==> src/hdl/acs_map.svh <==
`ifndef ACS_MAP_SVH
`define ACS_MAP_SVH
// Purpose: register index, field and reset constants of the converter sequencer.
// Assumes: byte address of a register is four times its index.
// Notes: definitions only.
`define ACS_IDX_TIMING 16'hf035
`define ACS_IDX_SELECT 16'hf036
`define ACS_IDX_DONE 16'hf037
`define ACS_IDX_RES_HI 16'hf038
`define ACS_IDX_RES_LO 16'hf039
`define ACS_IDX_EXT 16'hf03a
`define ACS_IDX_IRQ_STATUS 16'hf03b
`define ACS_IDX_IRQ_MASK 16'hf03c
`define ACS_IDX_GLOBAL 16'hf03d
`define ACS_RST_TIMING 8'h00
`define ACS_RST_SELECT 8'h00
`define ACS_RST_EXT 8'h10
`define ACS_MASK_TIMING 8'hf7
`define ACS_MASK_EXT 8'h13
`define ACS_BIT_POWER_OFF 2
`define ACS_BIT_INIT 1
`define ACS_BIT_IRQ_EN 0
`define ACS_BIT_START 0
`define ACS_BIT_ALL_EN 4
`define ACS_NUM_INPUTS 3'h6
`define ACS_CONV_BITS 10
`endif

==> src/hdl/acs_pkg.sv <==
// Purpose: shared types of the converter sequencer.
// Assumes: used together with acs_map.svh.
// Notes: none.
package acs_pkg;
  typedef enum logic [1:0] {
    ACS_IDLE = 2'b00,
    ACS_DELAY = 2'b01,
    ACS_SAMPLE = 2'b10,
    ACS_CONVERT = 2'b11
  } acs_state_t;

  typedef struct packed {
    logic [2:0] channel;
    logic sample;
    logic compare_bit;
  } acs_core_req_t;
endpackage : acs_pkg

==> src/hdl/acs_sar.sv <==
// Purpose: successive-approximation register producing the result word.
// Assumes: comparator input comes from the analog core, already in pclk domain after sync.
// Notes: one bit is decided per enabled clock, most significant first.
module acs_sar
  import acs_pkg::*;
#(
  parameter int WIDTH = 10
)
(
  input wire logic pclk,
  input wire logic presetn,
  input wire logic ce,
  input wire logic start,
  input wire logic compare_high,
  output logic [WIDTH-1:0] trial,
  output logic done
);
  logic [WIDTH-1:0] bit_ptr;

  always_ff @(posedge pclk or negedge presetn)
  begin
    if (!presetn)
    begin
      trial <= '0;
      bit_ptr <= '0;
      done <= 1'b0;
    end
    else if (ce)
    begin
      done <= 1'b0;
      if (start)
      begin
        bit_ptr <= {1'b1, {(WIDTH-1){1'b0}}};
        trial <= {1'b1, {(WIDTH-1){1'b0}}};
      end
      else if (bit_ptr != '0)
      begin
        // A low comparator means the trial overshot, so the tried bit is dropped.
        trial <= (compare_high ? trial : (trial & ~bit_ptr)) | (bit_ptr >> 1);
        bit_ptr <= bit_ptr >> 1;
        done <= (bit_ptr[0] == 1'b1);
      end
    end
  end
endmodule : acs_sar

==> src/hdl/acs_top.sv <==
// Purpose: APB register file and sequencing control of a six-input 10-bit converter.
// Assumes: pclk 40 MHz, presetn asynchronous active low, ce freezes all state.
// Notes: the analog comparator is asynchronous and passes two flip-flops.
// Operation
// Software chooses taking-part inputs through per-input enables in two registers.
// Software sets power-off, init and irq enable before starting a conversion.
// The delay code gives N system clocks from enable to sampling, zero for code 0.
// The power-off bit powers the module off when one and resets to zero.
// The init bit resets to zero and drives the power-on and initialise control.
// The done interrupt reaches the processor only when global and module enables are set; completion status under mask bit 0 bypasses the module enable.
// The all-inputs enable resets to one and when cleared disables every input.
// The 3-bit selector picks input 0 to 5 and other codes are reserved.
// Setting start begins sampling and the bit resets to zero.
// Completion sets a sticky done flag that stays until software clears it.
// Software waits for the done flag before reading the result.
// Result bits 9 and 8 sit in bits 1 and 0 of the upper result register, rest zero.
// Result bits 7 to 0 sit in the read-only lower result register.
// Only one input is converted at a time through the shared sample-and-hold.
// Successive approximation yields a 10-bit result kept in the result registers.
// Writing zero clears the done flag, and a same-cycle completion wins.
`include "acs_map.svh"
module acs_top
  import acs_pkg::*;
#(
  parameter int RES_BITS = `ACS_CONV_BITS,
  parameter int SAMPLE_CYCLES = 4
)
(
  input wire logic pclk,
  input wire logic presetn,
  input wire logic ce,
  input wire logic psel,
  input wire logic penable,
  input wire logic pwrite,
  input wire logic [31:0] paddr,
  input wire logic [31:0] pwdata,
  input wire logic [3:0] pstrb,
  output logic [31:0] prdata,
  output logic pready,
  output logic pslverr,
  input wire logic compare_in,
  output acs_core_req_t core_req,
  output logic core_power_off,
  output logic core_init,
  output logic [5:0] input_active,
  output logic irq
);
  logic [7:0] timing_reg;
  logic [7:0] select_reg;
  logic [7:0] ext_reg;
  logic done_flag;
  logic [1:0] irq_status;
  logic [1:0] irq_mask;
  logic global_irq_en;
  logic [RES_BITS-1:0] result;
  acs_state_t state;
  logic [3:0] delay_cnt;
  logic [7:0] sample_cnt;
  logic cmp_meta;
  logic cmp_sync;
  logic sar_start;
  logic [RES_BITS-1:0] sar_trial;
  logic sar_done;
  logic [5:0] enables;
  logic sel_ok;
  logic wr;
  logic rd;
  logic [15:0] idx;
  logic conv_event;
  logic reject_event;

  function automatic logic hit(input logic [15:0] a, input logic [15:0] want);
    hit = (a == want);
  endfunction : hit

  assign idx = paddr[17:2];
  assign pready = 1'b1;
  assign wr = psel && penable && pwrite && ce;
  assign rd = psel && !pwrite;
  assign pslverr = psel && penable && !(hit(idx, `ACS_IDX_TIMING) || hit(idx, `ACS_IDX_SELECT) ||
    hit(idx, `ACS_IDX_DONE) || hit(idx, `ACS_IDX_RES_HI) || hit(idx, `ACS_IDX_RES_LO) ||
    hit(idx, `ACS_IDX_EXT) || hit(idx, `ACS_IDX_IRQ_STATUS) || hit(idx, `ACS_IDX_IRQ_MASK) ||
    hit(idx, `ACS_IDX_GLOBAL));

  // Comparator comes from the analog core, outside this clock.
  always_ff @(posedge pclk or negedge presetn)
  begin
    if (!presetn)
    begin
      cmp_meta <= 1'b0;
      cmp_sync <= 1'b0;
    end
    else if (ce)
    begin
      cmp_meta <= compare_in;
      cmp_sync <= cmp_meta;
    end
  end

  always_ff @(posedge pclk or negedge presetn)
  begin
    if (!presetn)
    begin
      timing_reg <= `ACS_RST_TIMING;
      ext_reg <= `ACS_RST_EXT;
      irq_mask <= 2'h0;
      global_irq_en <= 1'b0;
    end
    else if (wr && pstrb[0])
    begin
      if (hit(idx, `ACS_IDX_TIMING))
        timing_reg <= pwdata[7:0] & `ACS_MASK_TIMING;
      if (hit(idx, `ACS_IDX_EXT))
        ext_reg <= pwdata[7:0] & `ACS_MASK_EXT;
      if (hit(idx, `ACS_IDX_IRQ_MASK))
        irq_mask <= pwdata[1:0];
      if (hit(idx, `ACS_IDX_GLOBAL))
        global_irq_en <= pwdata[0];
    end
  end

  // The start bit self-clears on the first clock the sequencer is idle, whether the start is taken or refused.
  always_ff @(posedge pclk or negedge presetn)
  begin
    if (!presetn)
      select_reg <= `ACS_RST_SELECT;
    else if (ce)
    begin
      if (wr && pstrb[0] && hit(idx, `ACS_IDX_SELECT))
        select_reg <= pwdata[7:0];
      else if (state == ACS_IDLE && select_reg[`ACS_BIT_START])
        select_reg[`ACS_BIT_START] <= 1'b0;
    end
  end

  assign enables = {ext_reg[1:0], select_reg[7:4]} & {6{ext_reg[`ACS_BIT_ALL_EN]}};
  assign sel_ok = (select_reg[3:1] < `ACS_NUM_INPUTS) && enables[select_reg[3:1]];
  assign core_power_off = timing_reg[`ACS_BIT_POWER_OFF];
  assign core_init = timing_reg[`ACS_BIT_INIT];
  assign sar_start = (state == ACS_SAMPLE) && (sample_cnt == 8'(SAMPLE_CYCLES - 1));
  assign conv_event = (state == ACS_CONVERT) && sar_done;
  assign reject_event = (state == ACS_IDLE) && select_reg[`ACS_BIT_START] && !(sel_ok && !core_power_off);

  always_ff @(posedge pclk or negedge presetn)
  begin
    if (!presetn)
    begin
      state <= ACS_IDLE;
      delay_cnt <= 4'h0;
      sample_cnt <= 8'h00;
    end
    else if (ce)
    begin
      case (state)
        ACS_IDLE:
        begin
          if (select_reg[`ACS_BIT_START] && sel_ok && !core_power_off)
          begin
            delay_cnt <= timing_reg[7:4];
            sample_cnt <= 8'h00;
            state <= (timing_reg[7:4] == 4'h0) ? ACS_SAMPLE : ACS_DELAY;
          end
        end
        ACS_DELAY:
        begin
          delay_cnt <= delay_cnt - 4'h1;
          if (delay_cnt == 4'h1)
            state <= ACS_SAMPLE;
        end
        ACS_SAMPLE:
        begin
          sample_cnt <= sample_cnt + 8'h01;
          if (sar_start)
            state <= ACS_CONVERT;
        end
        ACS_CONVERT:
        begin
          if (sar_done || core_power_off)
            state <= ACS_IDLE;
        end
        default:
          state <= ACS_IDLE;
      endcase
    end
  end

  // One shared sample-and-hold, so a single input is driven active at a time.
  always_ff @(posedge pclk or negedge presetn)
  begin
    if (!presetn)
    begin
      core_req <= '0;
      input_active <= 6'h00;
    end
    else if (ce)
    begin
      core_req.channel <= select_reg[3:1];
      core_req.sample <= (state == ACS_SAMPLE);
      core_req.compare_bit <= (state == ACS_CONVERT);
      input_active <= (state == ACS_SAMPLE || state == ACS_CONVERT) ?
        (6'h01 << select_reg[3:1]) : 6'h00;
    end
  end

  acs_sar #(
    .WIDTH(RES_BITS)
  ) u_sar (
    .pclk(pclk),
    .presetn(presetn),
    .ce(ce),
    .start(sar_start),
    .compare_high(cmp_sync),
    .trial(sar_trial),
    .done(sar_done)
  );

  always_ff @(posedge pclk or negedge presetn)
  begin
    if (!presetn)
      result <= '0;
    else if (ce && conv_event)
      result <= sar_trial;
  end

  // Completion is applied after the clear so it wins a same-cycle collision.
  always_ff @(posedge pclk or negedge presetn)
  begin
    if (!presetn)
      done_flag <= 1'b0;
    else if (ce)
    begin
      if (wr && pstrb[0] && hit(idx, `ACS_IDX_DONE) && !pwdata[0])
        done_flag <= 1'b0;
      if (conv_event)
        done_flag <= 1'b1;
    end
  end

  // Status bit 0 is completion, bit 1 is a start refused for a bad selection or power off.
  always_ff @(posedge pclk or negedge presetn)
  begin
    if (!presetn)
      irq_status <= 2'h0;
    else if (ce)
    begin
      if (wr && pstrb[0] && hit(idx, `ACS_IDX_IRQ_STATUS))
        irq_status <= (irq_status & ~pwdata[1:0]) | {reject_event, conv_event};
      else
        irq_status <= irq_status | {reject_event, conv_event};
    end
  end

  assign irq = global_irq_en && ((done_flag && timing_reg[`ACS_BIT_IRQ_EN]) ||
    |(irq_status & irq_mask));

  always_ff @(posedge pclk or negedge presetn)
  begin
    if (!presetn)
      prdata <= 32'h0000_0000;
    else if (ce && rd && !penable)
    begin
      prdata <= 32'h0000_0000;
      if (hit(idx, `ACS_IDX_TIMING))
        prdata[7:0] <= timing_reg;
      if (hit(idx, `ACS_IDX_SELECT))
        prdata[7:0] <= select_reg;
      if (hit(idx, `ACS_IDX_DONE))
        prdata[0] <= done_flag;
      if (hit(idx, `ACS_IDX_RES_HI))
        prdata[1:0] <= result[RES_BITS-1:RES_BITS-2];
      if (hit(idx, `ACS_IDX_RES_LO))
        prdata[7:0] <= result[7:0];
      if (hit(idx, `ACS_IDX_EXT))
        prdata[7:0] <= ext_reg;
      if (hit(idx, `ACS_IDX_IRQ_STATUS))
        prdata[1:0] <= irq_status;
      if (hit(idx, `ACS_IDX_IRQ_MASK))
        prdata[1:0] <= irq_mask;
      if (hit(idx, `ACS_IDX_GLOBAL))
        prdata[0] <= global_irq_en;
    end
  end
endmodule : acs_top

==> config.mk <==
export PLATFORM = sky130hd
export DESIGN_NAME = acs_top
export DESIGN_NICKNAME = d
export VERILOG_FILES = /design/src/hdl/acs_pkg.sv /design/src/hdl/acs_sar.sv /design/src/hdl/acs_top.sv
export VERILOG_INCLUDE_DIRS = /design/src /design/src/hdl
export SDC_FILE = /design/constraint.sdc
export NUM_CORES = 1
export LEC_CHECK = 0
export BUFFER_PORTS_ARGS = -buffer_cell sky130_fd_sc_hd__buf_4
export CAP_MARGIN = 40
export CORE_MARGIN = 10
export CORE_UTILIZATION = 25
export CTS_CLUSTER_DIAMETER = 120
export CTS_CLUSTER_SIZE = 10
export DETAILED_ROUTE_END_ITERATION = 10
export PLACE_DENSITY = 0.44
export SYNTH_ARGS = -nofsm -noshare
export SYNTH_HDL_FRONTEND = slang
export SYNTH_SLANG_ARGS = --single-unit
export TNS_END_PERCENT = 100
==> constraint.sdc <==
create_clock -name pclk -period 2.05 [get_ports pclk]
set_clock_uncertainty 0.15 [all_clocks]
set_input_delay 0.5125 -clock pclk [delete_from_list [all_inputs] [get_ports pclk]]
set_output_delay 0.5125 -clock pclk [all_outputs]
set_load 0.02 [all_outputs]
Word-level counts from Yosys, hierarchy flattened

Index checks and enable logic that the tools add are counted.

Bits in registers: 90
Input port bits: 75
Logic and storage cells: 148
Output and inout bits: 48

Bitwise gates (word level): 9
Shifts and indexed selects: 1
Equality and inequality tests: 18
Order comparisons: 2
Add/subtract/negate cells: 2
Reductions and logical operators: 60
Mux-type cells: 34

Operators by type and width:

| operator             | count |
|---|---|
| $eq 16x16->1 const B | 9 |
| $mux 10              | 5 |
| $mux 8               | 5 |
| $logic_and 1x1->1    | 23 |
| $mux 2               | 9 |
| $pmux 8 s2           | 1 |
| $reduce_and 2->1     | 8 |
| $logic_or 1x1->1     | 11 |
| $and 10x10->10       | 1 |
| $not 10->10          | 1 |
| $or 10x9->10         | 1 |
| $reduce_bool 10->1   | 1 |
| $reduce_bool 2->1    | 5 |
| $mux 1               | 9 |
| $add 8x1->8 const B  | 1 |
| $eq 8x2->1 const B   | 1 |
| $pmux 2 s4           | 1 |
| $pmux 4 s2           | 1 |
| $and 6x6->6          | 1 |
| $logic_not 1->1      | 6 |
| $mux 6               | 1 |
| $ne 2x2->1 const B   | 3 |
| $reduce_and 3->1     | 2 |
| $shl 1x3->6 const A  | 1 |
| 16 further kinds     | 19 |

Logic depth before layout (Yosys ltp)

Gate-level depths: netlist of the first run.

Depth in word-level cells: 11
Gate-level depth with buffers: 8
Mapped depth without buffers: 7

Cells and area by module

Synthesis of the first run repeated with hierarchy kept, for this count alone.

Cells, all modules: 459
Area, all modules: 4793.3 µm²

Modules (own cells, without submodules):

| module  | times used | cells each | seq. area each (µm²) | area each (µm²) |
|---|---|---|---|---|
| acs_top | 1          | 363        | 1727.9               | 3794.9 |
| acs_sar | 1          | 96         | 525.5                | 998.5 |

Worst setup path after synthesis of the first run

Ideal clock, no wire load.

Path type: flip-flop to flip-flop
Start point: register state[0]
End point: register state[0]
Data arrival time: 1922 ps
Stages on the path, launching flop included: 8
Buffers on the path: 0
Required time: 1772 ps
Library setup time: 128 ps
Path slack: -150 ps
Clock period less this slack: 2200 ps
Path through: dfrtp_1 inv_1 ha_1 inv_1 a21oi_1 a221o_2 a2111oi_4 mux2_1

Cells in the longest elaborated chain, start to end: 4
Elaborated cells between the ends (all ways): 11
Classes of those cells: eq/ne: 7; mux: 1; reduce/logical: 3

RTL lines:

| element                           | line                           | RTL |
|---|---|---|
| start: declaration                | acs_top.sv:56                  | `acs_state_t state;` |
| start signal: assignment          | acs_top.sv:161                 | `state <= (timing_reg[7:4] == 4'h0) ? ACS_SAMPLE : ACS_DELAY;` |
| $eq 2x2->1                        | acs_top.sv:140, acs_top.sv:154 |  |
| $logic_and 1x1->1                 | acs_top.sv:140                 | `assign sar_start = (state == ACS_SAMPLE) && (sample_cnt == 8'(SAMPLE_CYCLES - 1));` |
| $ne 2x2->1 (no source line)       | --                             |  |
| $reduce_and 5->1 (no source line) | --                             |  |

Several ways; a longest one is shown, not always the timed one.
A chain may end at the register's enable or synchronous reset.

Final worst setup path of the first run

Start point: input port paddr[10]
End point: output port pslverr

Cells in the longest elaborated chain, start to end: 11
Elaborated cells between the ends (all ways): 19
Classes of those cells: eq/ne: 9; reduce/logical: 10

RTL lines:

| element                       | line          | RTL |
|---|---|---|
| start: declaration            | acs_top.sv:35 | `input wire logic [31:0] paddr,` |
| $eq 16x16->1                  | acs_top.sv:73 | `hit = (a == want);` |
| $logic_or 1x1->1 (7 in a row) | acs_top.sv:80 | `` assign pslverr = psel && penable && !(hit(idx, `ACS_IDX_TIMING) \|\| hit(idx, `ACS_IDX_SELECT) \|\| `` |
| $logic_or 1x1->1 *            | acs_top.sv:80 |  |
| $logic_not 1->1 *             | acs_top.sv:80 |  |
| $logic_and 1x1->1 *           | acs_top.sv:80 |  |
| end: declaration              | acs_top.sv:40 | `output logic pslverr,` |

Mark *: on every way between the ends. The rest lies on a longest branch, timed or not.

==> results.py, run 1 <==
metrics = {
    "global_routing": {
        "grt_overflow": 0,
        "grtUsageTotal": 0.111,
        "grt_pass1_wl_um": 21800,
        "first_global_vias": 4020,
        "antenna_found_initial": 0,
        "grt_max_degree": 91,
    },
    "run": {
        "drv_cap": 0,
    },
    "clocking": {
        "cts_inserted_buffers": 9,
        "ctsHoldBuffers": 0,
        "clock-root-buffer": "clkbuf_16",
        "clockBufferDepth": 2,
        "cts-htree-levels": 3,
        "cts.sinks": 90,
        "clk_pin_slew_worst_paths_ns": 0.06,
        "cts_tree": "done",
        "clk_latency_ns": 0.35,
    },
    "finish": {
        "reg.largest.list": "result x10, u_sar.bit_ptr x10, u_sar.trial x10",
        "finalInstanceArea_mm2": 0.00617,
        "area_growth_syn_to_layout_pct": 31.0,
        "fill_cells": 1924,
        "stdcell_count": 824,
        "fin_nets": 667,
        "ff_latch_area_mm2": 0.00225,
        "antenna_cells": 0,
        "multi_input_area_mm2": 0.00222,
        "drive_above_1_share": 0.353,
    },
    "power_and_ir_drop": {
        "ir_drop_mv": 0.395,
        "p_per_area_mw_per_mm2": 928,
        "power.static_leakage_nw": 2.84,
    },
    "logic_synthesis": {
        "synth_top_family_by_area": "compound AO/OA/AOI/OAI gates",
        "synth_edf_count": 0,
        "synth_flop_cell": "dfrtp_1",
        "synthArstFlopShare": 1.00,
        "synthMuxAreaShare": 0.104,
        "synth-simple-area-share": 0.159,
        "netlist_area_mm2": 0.00471,
        "syn_avg_cell_area_um2": 10.1,
        "synth_seq_cells": 90,
        "yosys.area_share.xor_xnor": 0,
        "netlist_instances": 466,
        "yosysWarnings": 0,
        "synth_compound_area_frac": 0.159,
        "ys_types": 59,
        "synth_fa_ha_area_frac": 0.0186,
        "yosysSeqAreaShare": 0.478,
    },
    "floorplan": {
        "placementRows": 50,
        "die_w_um": 157,
        "ios": 123,
        "core_mm2": 0.0186,
        "dieArea_mm2": 0.0247,
        "die_y_um": 157,
        "start_util": 0.253,
    },
    "sta": {
        "setup_viol": 1,
        "grt_setup_unrepaired": "true",
        "max_slew_margin": 0.592,
        "fmax_mhz": 479,
        "layout_setup_ws_ns": -0.0376,
        "fin_crit_sh": 1.02,
        "period_needed_ns": 2.09,
        "slew_violations": 0,
        "finalHoldViolCount": 0,
        "worstMarginPinSlew_ns": 0.610,
    },
    "worst_setup_path": {
        "crit_type": "input pin to output port",
        "cpMaxStageDelayCell": "nor4b_4",
        "crit_start": "paddr[10]",
        "critPathBufInv": 3,
        "crit_path_start_kind": "input pin",
        "rr_startpoint": "select_reg[1]",
        "crit_chain": "buf_6 -> nor4b_4 -> buf_4 -> and3_4 -> a21oi_2 -> buf_6",
        "critical_path.endpoint_type": "output port",
        "path_common_cell": "buf_6",
        "worstPathRequired_ns": 1.39,
        "crit_family": "simple AND/OR/NAND/NOR gates",
        "critPathMaxFanout": 2,
        "max_stage_delay_ns": 0.29,
        "crit_arrival_ns": 1.43,
    },
    "outcome": {
        "violations": "setup timing",
        "run_status": "complete, but fails checks",
    },
    "drt": {
        "vias": 3874,
        "wl_per_cell_um": 16.1,
        "wirelength_um": 13300,
        "drc": 0,
        "vias_per_cell": 4.70,
        "drt_iter0_markers": 260,
        "dr.pass1.iters": 4,
        "drtAntennaViolNets": 0,
    },
    "placed_design": {
        "dpl_cell_area_mm2": 0.00576,
        "place_hpwl_um": 10000,
        "port_buffers": 54,
        "dpl_worst_slack_ns": -0.230,
        "dp_cells": 798,
        "gp_congestion": 0.814,
    },
    "min_path": {
        "hp-class": "input pin to async pin",
    },
}
repair_timing:
item / CTS / global route
resized for setup: 7 / 9
endpoints found under the setup margin: 9 / 24
buffers inserted: 4 / 6
pin swaps: 4 / 7
placed cells by master, fill, tap and decap left out, types with 11 or more instances in the layout:
master	count
a21oi_1	13
buf_4	126
conb_1	25
dfrtp_1	88
inv_1	23
mux2_2	38
nand2_1	41
nand3_1	14
nor2_1	27
nor2b_1	11
o21ai_0	35
kinds of logic after synthesis:
| family | after synthesis |
|---|---|
| simple gates | 145 |
| mux | 43 |
| flops | 90 |
| buf+inv | 71 |
| fa+ha+maj | 7 |
| compound gates | 108 |
| other cells | 2 |
synthesized netlist by cell type, types with 4 or more instances:
cell | number | share of area
o21ai_0 | 38 | 0.040
nand2_1 | 41 | 0.033
a22o_1 | 10 | 0.019
mux2_2 | 38 | 0.091
inv_1 | 24 | 0.019
and3_1 | 9 | 0.012
a31oi_1 | 4 | 0.0053
a21oi_1 | 15 | 0.016
nor4_1 | 7 | 0.0093
dfrtp_1 | 89 | 0.47
clkbuf_1 | 14 | 0.011
a22oi_1 | 6 | 0.0096
nand3_1 | 15 | 0.016
nand2b_1 | 4 | 0.0053
o2bb2ai_1 | 8 | 0.015
nand4_1 | 6 | 0.0080
nor2b_1 | 11 | 0.015
nor2_1 | 28 | 0.022
ha_1 | 7 | 0.019
buf_4 | 25 | 0.040
nor3_1 | 6 | 0.0064
metal layers:
layer	GRT usage	wire, um
met5	0	0
met3	0.0265	710
met4	0.0387	230
met1	0.154	6520
met2	0.165	5790
worst paths after layout:
kind,end,slack (ns),depth (start not counted)
min in group pclk,cmp_meta,0.25,2
hold / removal,sample_cnt[5],0.03,2
setup reg to reg,state[0],0.01,5
hold reg to reg,prdata[7],0.34,2
setup / recovery,pslverr,-0.04,6
max in group asynchronous,select_reg[1],1.27,2
through the flow:
step	hold WS, ns	power [mW]	TNS, ns	utilization
finish	0.0345	5.72	-0.0376	0.331
CTS	0.0844	5.76	-0.0667	0.327
floorplan	0.0669	3.35	-0.0719	-
detailed placement	0.330	4.06	-5.23	0.309
global route	0.0925	6.13	-0.371	0.331
global placement	0.329	4.01	-7.54	0.309
power by group:
part	switching, mW	total (mW)	leakage (nW)	internal, mW
clock	0.700	1.64	0.136	0.942
combinational	0.880	1.75	1.54	0.875
sequential	0.232	2.33	1.17	2.09
final cells by class:
type | instances | share of cell area
clock buffers | 11 | 0.0377
clock inverters | 5 | 0.00892
inverters | 25 | 0.0152
multi-input cells | 328 | 0.360
flip-flops and latches | 90 | 0.366
well taps | 234 | 0.0475
repair buffers | 131 | 0.165
Power figures use the tool's default switching activity.
==> run 2, diff against run 1 <==
--- a/config.mk
+++ b/config.mk
@@ -11,10 +11,11 @@
 export CORE_MARGIN = 10
 export CORE_UTILIZATION = 25
 export CTS_CLUSTER_DIAMETER = 120
-export CTS_CLUSTER_SIZE = 10
+export CTS_CLUSTER_SIZE = 24
 export DETAILED_ROUTE_END_ITERATION = 10
 export PLACE_DENSITY = 0.44
 export SYNTH_ARGS = -nofsm -noshare
 export SYNTH_HDL_FRONTEND = slang
+export SYNTH_HIERARCHICAL = 1
 export SYNTH_SLANG_ARGS = --single-unit
 export TNS_END_PERCENT = 100
==> results.py, run 2 <==
metrics = {
    "logic_synthesis": {
        "ys_top_cells_by_area": "dfrtp_1 46%, mux2_2 9.2%, buf_4 4.4%",
        "yosysWarnings": 6,
        "yosysSeqAreaShare": 0.470,
        "syn_avg_cell_area_um2": 10.4,
        "synth_top_area_frac": 0.465,
        "synthArstFlopShare": 1.00,
        "synth_edf_count": 0,
        "synth_seq_cells": 90,
        "synth_top_cell_by_area": "dfrtp_1",
        "synth_flop_cell": "dfrtp_1",
        "yosysMostFrequentCell": "dfrtp_1",
        "ys_types": 61,
        "netlist_area_mm2": 0.00479,
        "yosys-top-cells-count": "89 x dfrtp_1, 42 x nand2_1, 39 x mux2_2",
        "netlist_instances": 459,
    },
    "global_routing": {
        "grt_overflow": 0,
        "antenna_found_initial": 0,
        "grt_max_degree": 46,
        "first_global_vias": 3883,
        "grtUsageTotal": 0.108,
        "grt_pass1_wl_um": 21200,
    },
    "placed_design": {
        "dpl_worst_slack_ns": -0.516,
        "gp_congestion": 0.872,
        "dp_cells": 781,
        "port_buffers": 54,
        "place_hpwl_um": 9950,
    },
    "drt": {
        "dr.pass1.iters": 4,
        "wl_per_cell_um": 16.7,
        "wirelength_um": 13500,
        "wl_met2_um": 6000,
        "m1WireLength_um": 6480,
        "drc": 0,
        "met3WireLength_um": 725,
        "vias_per_cell": 4.70,
        "drt_iter0_markers": 242,
        "drtAntennaViolNets": 0,
        "routed.top_layer": "met4",
        "vias": 3789,
    },
    "outcome": {
        "run_status": "complete, but fails checks",
        "violations": "setup timing",
    },
    "clocking": {
        "clockBufferDepth": 2,
        "cts_inserted_buffers": 9,
        "cts_tree": "done",
        "clk_pin_slew_worst_paths_ns": 0.07,
        "clk_latency_ns": 0.35,
        "clock-root-buffer": "clkbuf_16",
        "cts.sinks": 90,
        "cts-htree-levels": 3,
    },
    "sta": {
        "layout_setup_ws_ns": -0.170,
        "finalHoldViolCount": 0,
        "period_needed_ns": 2.22,
        "fmax_mhz": 451,
        "slew_violations": 0,
        "setup_viol": 14,
        "grt_setup_unrepaired": "true",
        "fin_crit_sh": 1.08,
    },
    "power_and_ir_drop": {
        "power.total_mw": 5.62,
        "ir_drop_mv": 0.427,
        "p_per_area_mw_per_mm2": 875,
        "power.static_leakage_nw": 2.85,
    },
    "finish": {
        "fin_util": 0.342,
        "area_growth_syn_to_layout_pct": 34.0,
        "stdcell_count": 807,
        "drive_above_1_share": 0.386,
        "final_cell_mix": "105 x buf_4, 87 x dfrtp_1, 41 x nand2_1",
        "final_common_cell": "buf_4",
        "antenna_cells": 0,
        "reg.largest.list": "result x10, u_sar/bit_ptr x10, u_sar/trial x10",
        "fin_nets": 650,
    },
    "worst_setup_path": {
        "critical_path.endpoint_type": "output port",
        "crit_path_start_kind": "input pin",
        "crit_arrival_ns": 1.56,
        "crit_type": "input pin to output port",
        "worstPathRequired_ns": 1.39,
        "critPathMaxFanout": 2,
    },
    "floorplan": {
        "die_y_um": 158,
        "die_w_um": 158,
        "placementRows": 50,
        "core_mm2": 0.0188,
        "start_util": 0.255,
        "dieArea_mm2": 0.0251,
        "ios": 123,
    },
    "min_path": {
        "hp-class": "input pin to register",
    },
    "run": {
        "drv_cap": 0,
    },
}
## run 2: layer usage
layer / vias up / track usage
li1: 1818 / -
met3: 18 / 0.0227
met2: 87 / 0.162
met1: 1866 / 0.144
met4: 0 / 0.0512
met5: - / 0
## run 2: cell families (layout without fill, tap and decap cells)
group / Yosys count / in the layout / synth area share
other: 2 / 25 / 0.00157
multiplexers: 47 / 47 / 0.111
buffers and inverters: 71 / 161 / 0.0804
adder cells (fa/ha/maj): 7 / 7 / 0.0183
AND/OR/NAND/NOR: 149 / 149 / 0.175
AO/OA/AOI/OAI: 93 / 94 / 0.144
flip-flops: 90 / 90 / 0.470
## run 2: worst max-delay path: stages
cell and delay (ns):
buf_6 0.09, or4b_4 0.56, nor3_4 0.15, a21oi_1 0.09
buf_4 0.16
## run 2: path summary, 6_finish.rpt
path,startpoint,end,slack (ns),cells after the start
setup / recovery,paddr[13],pslverr,-0.17,5
hold / removal,compare_in,cmp_meta,0.25,2
setup reg to reg,state[0],sample_cnt[7],-0.05,8
hold reg to reg,prdata[1],prdata[1],0.34,2
max in group asynchronous,presetn,ext_reg[4],0.77,3
min in group asynchronous,presetn,input_active[2],0.41,2
## run 2: area by class of cell
cell class	instances	area (um2)
Fill cell	1929	12300
Multi-Input combinational cell	322	2450
Sequential cell	90	2260
Timing Repair Buffer	122	1020
Tap cell	234	293
Clock buffer	10	239
Inverter	23	86.3
Clock inverter	6	71.3
## run 2: through the flow
step           hold WS (ns)  setup TNS, ns  instance area (um2)
2_1_floorplan        0.0669          -4.04                 4950
3_3_place_gp          0.247         -10.25                 5840
3_5_place_dp          0.250         -11.26                 5840
4_1_cts               0.230          -1.40                 6280
5_1_grt               0.242          -2.15                 6420
6_report              0.245         -0.955                 6420
## run 2: what timing repair did
action                     CTS  global route
pin swaps                   11            22
hold endpoints to repair    13             0
setup endpoints to repair   27            36
hold buffers                 1             0
buffers inserted             4             5
resized for setup           21            29
cloned                       1             0
## run 2: where the power goes
group / switching [mW] / internal (mW) / leakage [nW]
clock network: 0.749 / 0.992 / 0.146
logic: 0.781 / 0.857 / 1.57
registers: 0.215 / 2.03 / 1.13
